File: config.mk
export PLATFORM = sky130hd
export DESIGN_NAME = pmwc_top
export DESIGN_NICKNAME = d
export VERILOG_FILES = /design/src/verilog/pmwc_sync.v /design/src/verilog/pmwc_osc_settle.v /design/src/verilog/pmwc_top.v
export VERILOG_INCLUDE_DIRS = /design/src /design/src/verilog
export SDC_FILE = /design/constraint.sdc
export NUM_CORES = 1
export LEC_CHECK = 0
export ABC_AREA = 1
export BUFFER_PORTS_ARGS = -buffer_cell sky130_fd_sc_hd__buf_2
export CORE_MARGIN = 10
export CORE_UTILIZATION = 40
export DETAILED_ROUTE_END_ITERATION = 10
export GPL_ROUTABILITY_DRIVEN = 0
export PLACE_DENSITY_LB_ADDON = 0.08
export SYNTH_ARGS = -nofsm -noshare
export SYNTH_HDL_FRONTEND = slang
export SYNTH_HIERARCHICAL = 1
export SYNTH_SLANG_ARGS = --single-unit
File: constraint.sdc
create_clock -name ref_clk -period 3.1 [get_ports ref_clk]
set_input_delay 0.155 -clock ref_clk [delete_from_list [all_inputs] [get_ports ref_clk]]
set_output_delay 0.155 -clock ref_clk [all_outputs]
set_load 0.02 [all_outputs]
File: src/verilog/pmwc_regs.vh
// Constants of the power mode and wake controller
`ifndef PMWC_REGS_VH
`define PMWC_REGS_VH

`define PMWC_REF_FREQ_HZ   250000000
`define PMWC_LRC_FREQ_HZ   32000

`define PMWC_ADDR_SYSCLK   8'h00
`define PMWC_ADDR_RC       8'h01
`define PMWC_ADDR_XTAL     8'h02
`define PMWC_ADDR_WDT      8'h03
`define PMWC_ADDR_PAWAKE   8'h04
`define PMWC_ADDR_STATUS   8'h05

`define PMWC_SCC_CKS_HI    7
`define PMWC_SCC_CKS_LO    5
`define PMWC_SCC_FHS       3
`define PMWC_SCC_FSS       2
`define PMWC_SCC_FKEEP     1
`define PMWC_SCC_SKEEP     0
`define PMWC_OSC_FLAG      1
`define PMWC_OSC_EN        0
`define PMWC_WS_HI         2
`define PMWC_WS_LO         0
`define PMWC_ST_PDF        0
`define PMWC_ST_TO         1

`define PMWC_SCC_RST       8'h00
`define PMWC_RCEN_RST      1'b1
`define PMWC_XTEN_RST      1'b0
`define PMWC_WS_RST        3'h3
`define PMWC_CKS_SLOW      3'h7

`define PMWC_WS_2P8        3'h0
`define PMWC_WS_2P10       3'h1
`define PMWC_WS_2P12       3'h2
`define PMWC_WS_2P14       3'h3
`define PMWC_EXP_2P8       5'h08
`define PMWC_EXP_2P10      5'h0a
`define PMWC_EXP_2P12      5'h0c
`define PMWC_EXP_2P14      5'h0e
`define PMWC_EXP_BASE      5'h0b

`define PMWC_S_RUN         2'h0
`define PMWC_S_LOWPWR      2'h1
`define PMWC_S_WAKE        2'h2

`endif

File: src/verilog/pmwc_sync.v
// Two flip-flop synchroniser, one per bit
`timescale 1ns/1ps
module pmwc_sync #(
  parameter W = 8
) (
  input  wire         ref_clk,
  input  wire         sys_rst,
  input  wire [W-1:0] async_in,
  output wire [W-1:0] sync_out
);
  genvar i;
  generate
    for (i = 0; i < W; i = i + 1) begin : g_bit
      reg meta_r;
      reg sync_r;
      always @(posedge ref_clk) begin
        if (sys_rst) begin
          meta_r <= 1'b0;
          sync_r <= 1'b0;
        end else begin
          meta_r <= async_in[i];
          sync_r <= meta_r;
        end
      end
      assign sync_out[i] = sync_r;
    end
  endgenerate
endmodule

File: src/verilog/pmwc_osc_settle.v
// Oscillator start-up model with stable flag
`timescale 1ns/1ps
module pmwc_osc_settle #(
  parameter SETTLE_CYC = 64
) (
  input  wire ref_clk,
  input  wire sys_rst,
  input  wire osc_on,
  output wire stable
);
  reg [15:0] cnt_r;
  reg        stable_r;

  // Flag drops while off and rises only after the full settle count
  always @(posedge ref_clk) begin
    if (sys_rst || !osc_on) begin
      cnt_r    <= 16'h0000;
      stable_r <= 1'b0;
    end else if (cnt_r == SETTLE_CYC[15:0] - 16'h0001) begin
      stable_r <= 1'b1;
    end else begin
      cnt_r <= cnt_r + 16'h0001;
    end
  end
  assign stable = stable_r;
endmodule

File: src/verilog/pmwc_top.v
// Power mode, wake-up and watchdog clock controller
//
// The implementer's own choices: the register offsets and strobed register access.
`timescale 1ns/1ps
`include "pmwc_regs.vh"
module pmwc_top #(
  parameter LRC_DIV    = `PMWC_REF_FREQ_HZ / `PMWC_LRC_FREQ_HZ,
  parameter RC_SETTLE  = 64,
  parameter XT_SETTLE  = 256,
  parameter PA_W       = 8,
  parameter IRQ_W      = 4
) (
  input  wire             ref_clk,
  input  wire             sys_rst,
  input  wire [7:0]       reg_addr,
  input  wire [7:0]       reg_wdata,
  input  wire             reg_wr,
  input  wire             reg_rd,
  output reg  [7:0]       reg_rdata,
  input  wire             halt_exec,
  input  wire             wdt_clear_exec,
  input  wire             stack_full,
  input  wire [IRQ_W-1:0] irq_req,
  input  wire [IRQ_W-1:0] irq_enable,
  input  wire [PA_W-1:0]  port_a_pin,
  output wire             sys_clk_en,
  output wire             slow_clk_en,
  output wire             low_rc_clk_en,
  output wire             core_halted,
  output wire             io_hold,
  output wire             mem_hold,
  output reg              core_resume,
  output reg              core_int_service,
  output reg              core_pc_sp_reset,
  output reg              wdt_device_reset,
  output wire             fast_rc_osc_on,
  output wire             fast_xtal_osc_on,
  output wire             slow_osc_on,
  output wire             slow_src_crystal,
  output wire             power_down_flag,
  output wire             watchdog_timeout_flag
);

  ////////////////////////////////////////////////////////////////////////
  // Registers and state

  reg [7:0]       scc_r;
  reg             rc_en_r;
  reg             xt_en_r;
  reg [2:0]       ws_r;
  reg [PA_W-1:0]  pa_wake_en_r;
  reg             pdf_r;
  reg             to_r;
  reg [1:0]       state_r;
  reg [1:0]       state_nxt;
  reg             fast_keep_r;
  reg             slow_keep_r;
  reg [IRQ_W-1:0] irq_block_r;
  reg [PA_W-1:0]  pa_prev_r;
  reg             wake_int_r;
  reg             wake_wdt_r;
  reg [15:0]      lrc_cnt_r;
  reg [5:0]       fdiv_cnt_r;
  reg [18:0]      wdt_cnt_r;

  wire [2:0]       cks = scc_r[`PMWC_SCC_CKS_HI:`PMWC_SCC_CKS_LO];
  wire [PA_W-1:0]  pa_sync;
  wire [IRQ_W-1:0] irq_sync;
  wire             rc_stable;
  wire             xt_stable;

  ////////////////////////////////////////////////////////////////////////
  // Wake input synchronisers

  pmwc_sync #(
    .W (PA_W)
  ) u_pa_sync (
    .ref_clk  (ref_clk),
    .sys_rst  (sys_rst),
    .async_in (port_a_pin),
    .sync_out (pa_sync)
  );

  pmwc_sync #(
    .W (IRQ_W)
  ) u_irq_sync (
    .ref_clk  (ref_clk),
    .sys_rst  (sys_rst),
    .async_in (irq_req),
    .sync_out (irq_sync)
  );

  ////////////////////////////////////////////////////////////////////////
  // Oscillator control

  wire in_lowpwr   = (state_r == `PMWC_S_LOWPWR);
  wire halted      = (state_r != `PMWC_S_RUN);
  // In the low-power state the keep bits decide which oscillators survive
  wire fast_allow  = !in_lowpwr || fast_keep_r;
  wire slow_allow  = !in_lowpwr || slow_keep_r;

  assign fast_rc_osc_on   = rc_en_r && fast_allow;
  assign fast_xtal_osc_on = xt_en_r && fast_allow;
  assign slow_osc_on      = slow_allow;
  assign slow_src_crystal = scc_r[`PMWC_SCC_FSS];

  pmwc_osc_settle #(
    .SETTLE_CYC (RC_SETTLE)
  ) u_rc_settle (
    .ref_clk (ref_clk),
    .sys_rst (sys_rst),
    .osc_on  (fast_rc_osc_on),
    .stable  (rc_stable)
  );

  pmwc_osc_settle #(
    .SETTLE_CYC (XT_SETTLE)
  ) u_xt_settle (
    .ref_clk (ref_clk),
    .sys_rst (sys_rst),
    .osc_on  (fast_xtal_osc_on),
    .stable  (xt_stable)
  );

  // Selected fast source is usable only once settled
  wire fast_ok = scc_r[`PMWC_SCC_FHS] ? xt_stable : rc_stable;

  ////////////////////////////////////////////////////////////////////////
  // Low-speed RC tick and clock dividers

  // Low RC clock is never gated: the watchdog always runs on it
  wire lrc_tick = (lrc_cnt_r == LRC_DIV[15:0] - 16'h0001);

  always @(posedge ref_clk) begin
    if (sys_rst || lrc_tick) begin
      lrc_cnt_r <= 16'h0000;
    end else begin
      lrc_cnt_r <= lrc_cnt_r + 16'h0001;
    end
  end

  assign low_rc_clk_en = lrc_tick;
  // Slow clock shares the RC tick as time base for either source
  assign slow_clk_en   = lrc_tick && slow_allow;

  always @(posedge ref_clk) begin
    if (sys_rst || !fast_ok) begin
      fdiv_cnt_r <= 6'h00;
    end else begin
      fdiv_cnt_r <= fdiv_cnt_r + 6'h01;
    end
  end

  wire [5:0] fdiv_mask = (6'h01 << cks) - 6'h01;
  wire       fast_tick = fast_ok && ((fdiv_cnt_r & fdiv_mask) == fdiv_mask);

  // Core clock stops whenever halted; waits for settle after slow mode
  assign sys_clk_en = !halted && ((cks == `PMWC_CKS_SLOW) ? slow_clk_en : fast_tick);

  ////////////////////////////////////////////////////////////////////////
  // Watchdog

  reg [4:0] wdt_exp;
  always @* begin
    case (ws_r)
      `PMWC_WS_2P8:  wdt_exp = `PMWC_EXP_2P8;
      `PMWC_WS_2P10: wdt_exp = `PMWC_EXP_2P10;
      `PMWC_WS_2P12: wdt_exp = `PMWC_EXP_2P12;
      `PMWC_WS_2P14: wdt_exp = `PMWC_EXP_2P14;
      default:       wdt_exp = `PMWC_EXP_BASE + {2'b00, ws_r};
    endcase
  end

  wire [18:0] wdt_term  = (19'h0_0001 << wdt_exp) - 19'h0_0001;
  wire        wdt_ovf   = lrc_tick && (wdt_cnt_r == wdt_term);
  wire        halt_take = halt_exec && (state_r == `PMWC_S_RUN);

  always @(posedge ref_clk) begin
    if (sys_rst || halt_take || wdt_clear_exec || wdt_ovf) begin
      wdt_cnt_r <= 19'h0_0000;
    end else if (lrc_tick) begin
      wdt_cnt_r <= wdt_cnt_r + 19'h0_0001;
    end
  end

  ////////////////////////////////////////////////////////////////////////
  // Wake detection

  wire [PA_W-1:0]  pa_fall  = pa_prev_r & ~pa_sync & pa_wake_en_r;
  wire [IRQ_W-1:0] irq_wake = irq_sync & ~irq_block_r;
  wire             int_ok   = |(irq_wake & irq_enable) && !stack_full;
  wire             wake_any = (|pa_fall) || (|irq_wake) || wdt_ovf;

  always @(posedge ref_clk) begin
    if (sys_rst) begin
      pa_prev_r <= {PA_W{1'b0}};
    end else begin
      pa_prev_r <= pa_sync;
    end
  end

  ////////////////////////////////////////////////////////////////////////
  // Mode state machine

  always @* begin
    state_nxt = state_r;
    case (state_r)
      `PMWC_S_RUN: begin
        if (halt_exec) begin
          state_nxt = `PMWC_S_LOWPWR;
        end
      end
      `PMWC_S_LOWPWR: begin
        if (wake_any) begin
          state_nxt = `PMWC_S_WAKE;
        end
      end
      `PMWC_S_WAKE: begin
        // Core restarts only on a usable clock
        if ((cks == `PMWC_CKS_SLOW) || fast_ok) begin
          state_nxt = `PMWC_S_RUN;
        end
      end
      default: state_nxt = `PMWC_S_RUN;
    endcase
  end

  always @(posedge ref_clk) begin
    if (sys_rst) begin
      state_r          <= `PMWC_S_RUN;
      fast_keep_r      <= 1'b0;
      slow_keep_r      <= 1'b0;
      irq_block_r      <= {IRQ_W{1'b0}};
      wake_int_r       <= 1'b0;
      wake_wdt_r       <= 1'b0;
      core_resume      <= 1'b0;
      core_int_service <= 1'b0;
      core_pc_sp_reset <= 1'b0;
      wdt_device_reset <= 1'b0;
    end else begin
      state_r          <= state_nxt;
      core_resume      <= 1'b0;
      core_int_service <= 1'b0;
      core_pc_sp_reset <= 1'b0;
      wdt_device_reset <= wdt_ovf && (state_r == `PMWC_S_RUN);
      if (halt_take) begin
        fast_keep_r <= scc_r[`PMWC_SCC_FKEEP];
        slow_keep_r <= scc_r[`PMWC_SCC_SKEEP];
        irq_block_r <= irq_sync;
      end
      if (in_lowpwr && wake_any) begin
        wake_wdt_r <= wdt_ovf;
        wake_int_r <= int_ok;
      end
      if ((state_r == `PMWC_S_WAKE) && (state_nxt == `PMWC_S_RUN)) begin
        // Timeout beats interrupt; pending interrupt stays with its source
        core_pc_sp_reset <= wake_wdt_r;
        core_int_service <= !wake_wdt_r && wake_int_r;
        core_resume      <= !wake_wdt_r && !wake_int_r;
      end
    end
  end

  assign core_halted = halted;
  assign mem_hold    = halted;
  assign io_hold     = halted;

  ////////////////////////////////////////////////////////////////////////
  // Status flags

  always @(posedge ref_clk) begin
    if (sys_rst) begin
      pdf_r <= 1'b0;
      to_r  <= 1'b0;
    end else begin
      if (halt_take) begin
        pdf_r <= 1'b1;
      end else if (wdt_clear_exec) begin
        pdf_r <= 1'b0;
      end
      if (wdt_ovf) begin
        to_r <= 1'b1;
      end else if (halt_take) begin
        to_r <= 1'b0;
      end
    end
  end

  assign power_down_flag       = pdf_r;
  assign watchdog_timeout_flag = to_r;

  ////////////////////////////////////////////////////////////////////////
  // Register port

  // Writes are taken even while halted; a halted core issues none
  always @(posedge ref_clk) begin
    if (sys_rst) begin
      scc_r        <= `PMWC_SCC_RST;
      rc_en_r      <= `PMWC_RCEN_RST;
      xt_en_r      <= `PMWC_XTEN_RST;
      ws_r         <= `PMWC_WS_RST;
      pa_wake_en_r <= {PA_W{1'b0}};
    end else if (reg_wr) begin
      case (reg_addr)
        `PMWC_ADDR_SYSCLK: scc_r   <= reg_wdata & 8'hef;
        `PMWC_ADDR_RC:     rc_en_r <= reg_wdata[`PMWC_OSC_EN];
        `PMWC_ADDR_XTAL:   xt_en_r <= reg_wdata[`PMWC_OSC_EN];
        `PMWC_ADDR_WDT:    ws_r    <= reg_wdata[`PMWC_WS_HI:`PMWC_WS_LO];
        `PMWC_ADDR_PAWAKE: pa_wake_en_r <= reg_wdata[PA_W-1:0];
        default: ;
      endcase
    end
  end

  reg [7:0] rd_val;
  always @* begin
    rd_val = 8'h00;
    case (reg_addr)
      `PMWC_ADDR_SYSCLK: rd_val = scc_r;
      `PMWC_ADDR_RC:     rd_val = {6'h00, rc_stable, rc_en_r};
      `PMWC_ADDR_XTAL:   rd_val = {6'h00, xt_stable, xt_en_r};
      `PMWC_ADDR_WDT:    rd_val = {5'h00, ws_r};
      `PMWC_ADDR_PAWAKE: rd_val[PA_W-1:0] = pa_wake_en_r;
      `PMWC_ADDR_STATUS: rd_val = {6'h00, to_r, pdf_r};
      default:           rd_val = 8'h00;
    endcase
  end

  always @(posedge ref_clk) begin
    if (sys_rst) begin
      reg_rdata <= 8'h00;
    end else if (reg_rd) begin
      reg_rdata <= rd_val;
    end else begin
      reg_rdata <= 8'h00;
    end
  end

endmodule

==> results.sh <==
export IMPL_status="completed"
export IMPL_synth_top_area_frac=0.388
export IMPL_r2r_cells=22
export IMPL_dp_cells=1431
export IMPL_grt_usage=0.147
export IMPL_synth_commonest_cells="217 x nand2_1, 189 x nor2_1, 151 x dfxtp_1, 146 x inv_1, 81 x nand3_1"
export IMPL_final_hold_viol_count=0
export IMPL_core_sq_um=18900
export IMPL_antenna_found_initial=0
export IMPL_final_cell_area_sq_um=9270
export IMPL_post_route_period_util=0.934
export IMPL_via_per_inst=4.73
export IMPL_nets=1261
export IMPL_grt_pass1_wl_um=31600
export IMPL_reg2reg_to="wake_int_r"
export IMPL_crit_path_start_kind="flop"
export IMPL_cts_buffers=17
export IMPL_cp_max_fo=5
export IMPL_clock_latency_ns=0.43
export IMPL_synth_edff_count=0
export IMPL_fmax_ghz=0.345
export IMPL_io_pins=63
export IMPL_drv_slew=0
export IMPL_ys_types=52
export IMPL_r2r_start="ws_r[1]"
export IMPL_routed_wirelength_um=19100
export IMPL_synth_area_sq_um=7780
export IMPL_hold_depth=3
export IMPL_slew_headroom=0.489
export IMPL_setup_viol=0
export IMPL_clk_pin_slew_ns=0.07
export IMPL_yosysMostFrequentCell="nand2_1"
export IMPL_yosys_top_cells_area="dfxtp_1 39%, nand2_1 10%, nor2_1 9.1%"
export IMPL_worst_hold_path_endpoint="scc_r[1]"
export IMPL_vias=7021
export IMPL_first_iter_violations=362
export IMPL_area_delta_synth_final_pct=19.1
export IMPL_synth_top_area_cell="dfxtp_1"
export IMPL_power_leakage_nw=3.77
export IMPL_cts_htree_levels=4
export IMPL_cts_tree="done"
export IMPL_grt_max_degree=30
export IMPL_worst_slew_pin_slew_ns=0.761
export IMPL_first_global_vias=6398
export IMPL_die_w_um=159
export IMPL_post_dp_hpwl_um=14200
export IMPL_rows=50
export IMPL_root_buffer="clkbuf_16"
export IMPL_hp_start="reg_wdata[1]"
export IMPL_ys_warn_count=6
export IMPL_synth_nets=1173
export IMPL_dieArea_sq_um=25400
export IMPL_min_period_ns=2.90
export IMPL_grt_overflow_total=0
export IMPL_die_y_um=159
export IMPL_yosysSeqAreaShare=0.388
export IMPL_clock_path_buffers=2
export IMPL_maxCapViolCount=0
export IMPL_wire_per_inst_um=12.9
export IMPL_drc_errors=0
export IMPL_cp_cell_sequence="inv_2, ha_4, inv_2, ha_4, nand2_1, o21ai_4, nor2_4, nand2_2, ha_4, xnor2_2, nor2_2, nand4_1, a21oi_2, nand3_1, nor2_1, nand2_1, nor2_4, nand2_4, nand2_4, nand2_4, nand2_1, a21oi_1"
export IMPL_rrSetupSlack_ns=0.20
export IMPL_async_flop_share=0
export IMPL_fin_skew_ns=0.0118
export IMPL_drive_above_1_share=0.161
export IMPL_ys_seq_elements=151
export IMPL_n_antenna_cell=0
export IMPL_worstHoldPathType="in -> reg"
export IMPL_clkSinkCount=151
export IMPL_criticalPathCategory="reg -> reg"
export IMPL_max_stage_delay_ns=0.35
export IMPL_ir_drop_mv=0.344
export IMPL_dr_pass1_iters=5
export IMPL_crit_path_top_delay_cell="dfxtp_2"
export IMPL_numPortBuffers=62
export IMPL_fin_cells=1484
export IMPL_postPlaceCellArea_sq_um=8320
export IMPL_syn_avg_cell_area_sq_um=6.93
export IMPL_initial_core_util=0.412
export IMPL_cp_required_ns=3.39
export IMPL_p_per_area_nw_per_um2=467
export IMPL_ant_nets=0
export IMPL_worstSetupEndpointType="flop"
export IMPL_netlist_instances=1123
export IMPL_synth_main_ff_cell="dfxtp_1"
export IMPL_crit_arrival_ns=3.19
## worst max-delay path by stage
stage,start,endpoint,cells past startpoint
2_1_floorplan,ws_r[1],wdt_cnt_r[18],23
3_3_place_gp,ws_r[1],core_pc_sp_reset,24
3_5_place_dp,ws_r[1],core_resume,24
4_1_cts,ws_r[1],wdt_cnt_r[15],22
5_1_grt,ws_r[1],wake_wdt_r,24
6_report,ws_r[1],wake_int_r,22
## final cells by class
cell class / count / area, sq um
multi-input cells: 785 / 4060
repair buffers: 98 / 631
well taps: 260 / 325
clock buffers: 17 / 425
clock inverters: 15 / 201
fillers: 1935 / 9630
inverters: 158 / 598
flip-flops and latches: 151 / 3030
## state kept, by name (all words and copies together), names as in the netlist, 6 cells and up
register and flops:
u_pa_sync/g_bit.meta_r 8, pa_prev_r 8, pa_wake_en_r 8, u_rc_settle/cnt_r 16, reg_rdata 8, u_pa_sync/g_bit.sync_r 8
lrc_cnt_r 16, wdt_cnt_r 19, scc_r 7, fdiv_cnt_r 6, u_xt_settle/cnt_r 16
## power by group
group          internal [mW]  switching (mW)  total (mW)
clock network           1.10            1.01        2.12
registers               1.97          0.0172        1.99
logic                 0.0792           0.141       0.220
## metrics by stage
stage / power [mW] / TNS [ns] / hold WS (ns) / utilization / worst slack (ns)
final: 4.33 / 0 / 0.0281 / 0.491 / 0.203
after global placement: 2.23 / 0 / 0.356 / 0.440 / 0.0605
after CTS: 4.37 / 0 / 0.0133 / 0.483 / 0.00229
after global routing: 4.50 / -0.0243 / 0.0323 / 0.491 / -0.00836
after floorplan: 2.17 / 0 / 0.262 / - / 0.0320
after detailed placement: 2.23 / -0.0264 / 0.360 / 0.440 / -0.0102
## cells by family after synthesis
kind of cell / share of synthesized area
AND/OR/NAND/NOR: 0.356
buffers and inverters: 0.105
flip-flops: 0.388
AO/OA/AOI/OAI: 0.0962
XOR/XNOR: 0.0371
adder cells (fa/ha/maj): 0.0177
## per-layer routing
| layer | global-route usage | routed length [um] | vias to the layer above |
|---|---|---|---|
| li1 | - | - | 3785 |
| met1 | 0.200 | 9570 | 3103 |
| met2 | 0.225 | 8490 | 114 |
| met3 | 0.0359 | 781 | 19 |
| met4 | 0.0434 | 242 | 0 |
| met5 | 0 | 0 | - |
## critical path, delay by kind of cell, from the launching register on
kind | cells | cell delay [ns]
flip-flops | 1 | 0.35
AND/OR/NAND/NOR | 13 | 1.29
AO/OA/AOI/OAI | 3 | 0.26
buffers and inverters | 2 | 0.12
XOR/XNOR | 1 | 0.14
adder cells (fa/ha/maj) | 3 | 0.58
## cell usage in the layout (no fill, tap or decap), drive strengths merged
cell type / synthesis / layout
xnor2: 12 / 12
dlygate4sd3: 0 / 17
o21bai: 2 / 2
a31o: 1 / 1
o221ai: 1 / 1
xor2: 21 / 21
a21o: 1 / 1
nor2: 215 / 215
a21oi: 62 / 62
a32oi: 2 / 2
o21ai: 43 / 43
nand3b: 4 / 4
o22ai: 1 / 1
nor4: 7 / 7
buf: 24 / 81
dfxtp: 151 / 151
ha: 11 / 11
or2: 6 / 6
nand2: 231 / 231
inv: 153 / 158
o211ai: 7 / 7
and2: 1 / 1
clkbuf: 6 / 17
nand4: 31 / 32
nor3b: 3 / 3
clkinv: 5 / 15
and3: 2 / 2
a41oi: 4 / 4
o2111ai: 3 / 3
nand3: 83 / 83
nor3: 27 / 27
o21a: 2 / 2
a31oi: 1 / 1
## timing repair
action / CTS / global route
hold endpoints to repair: 18 / 0
pin swaps: 0 / 11
setup buffers: 1 / 2
gates cloned: 0 / 1
hold buffers: 17 / 0
setup endpoints to repair: 7 / 28
resized for setup: 2 / 26
Note: power is estimated with default switching activity, not from simulation.
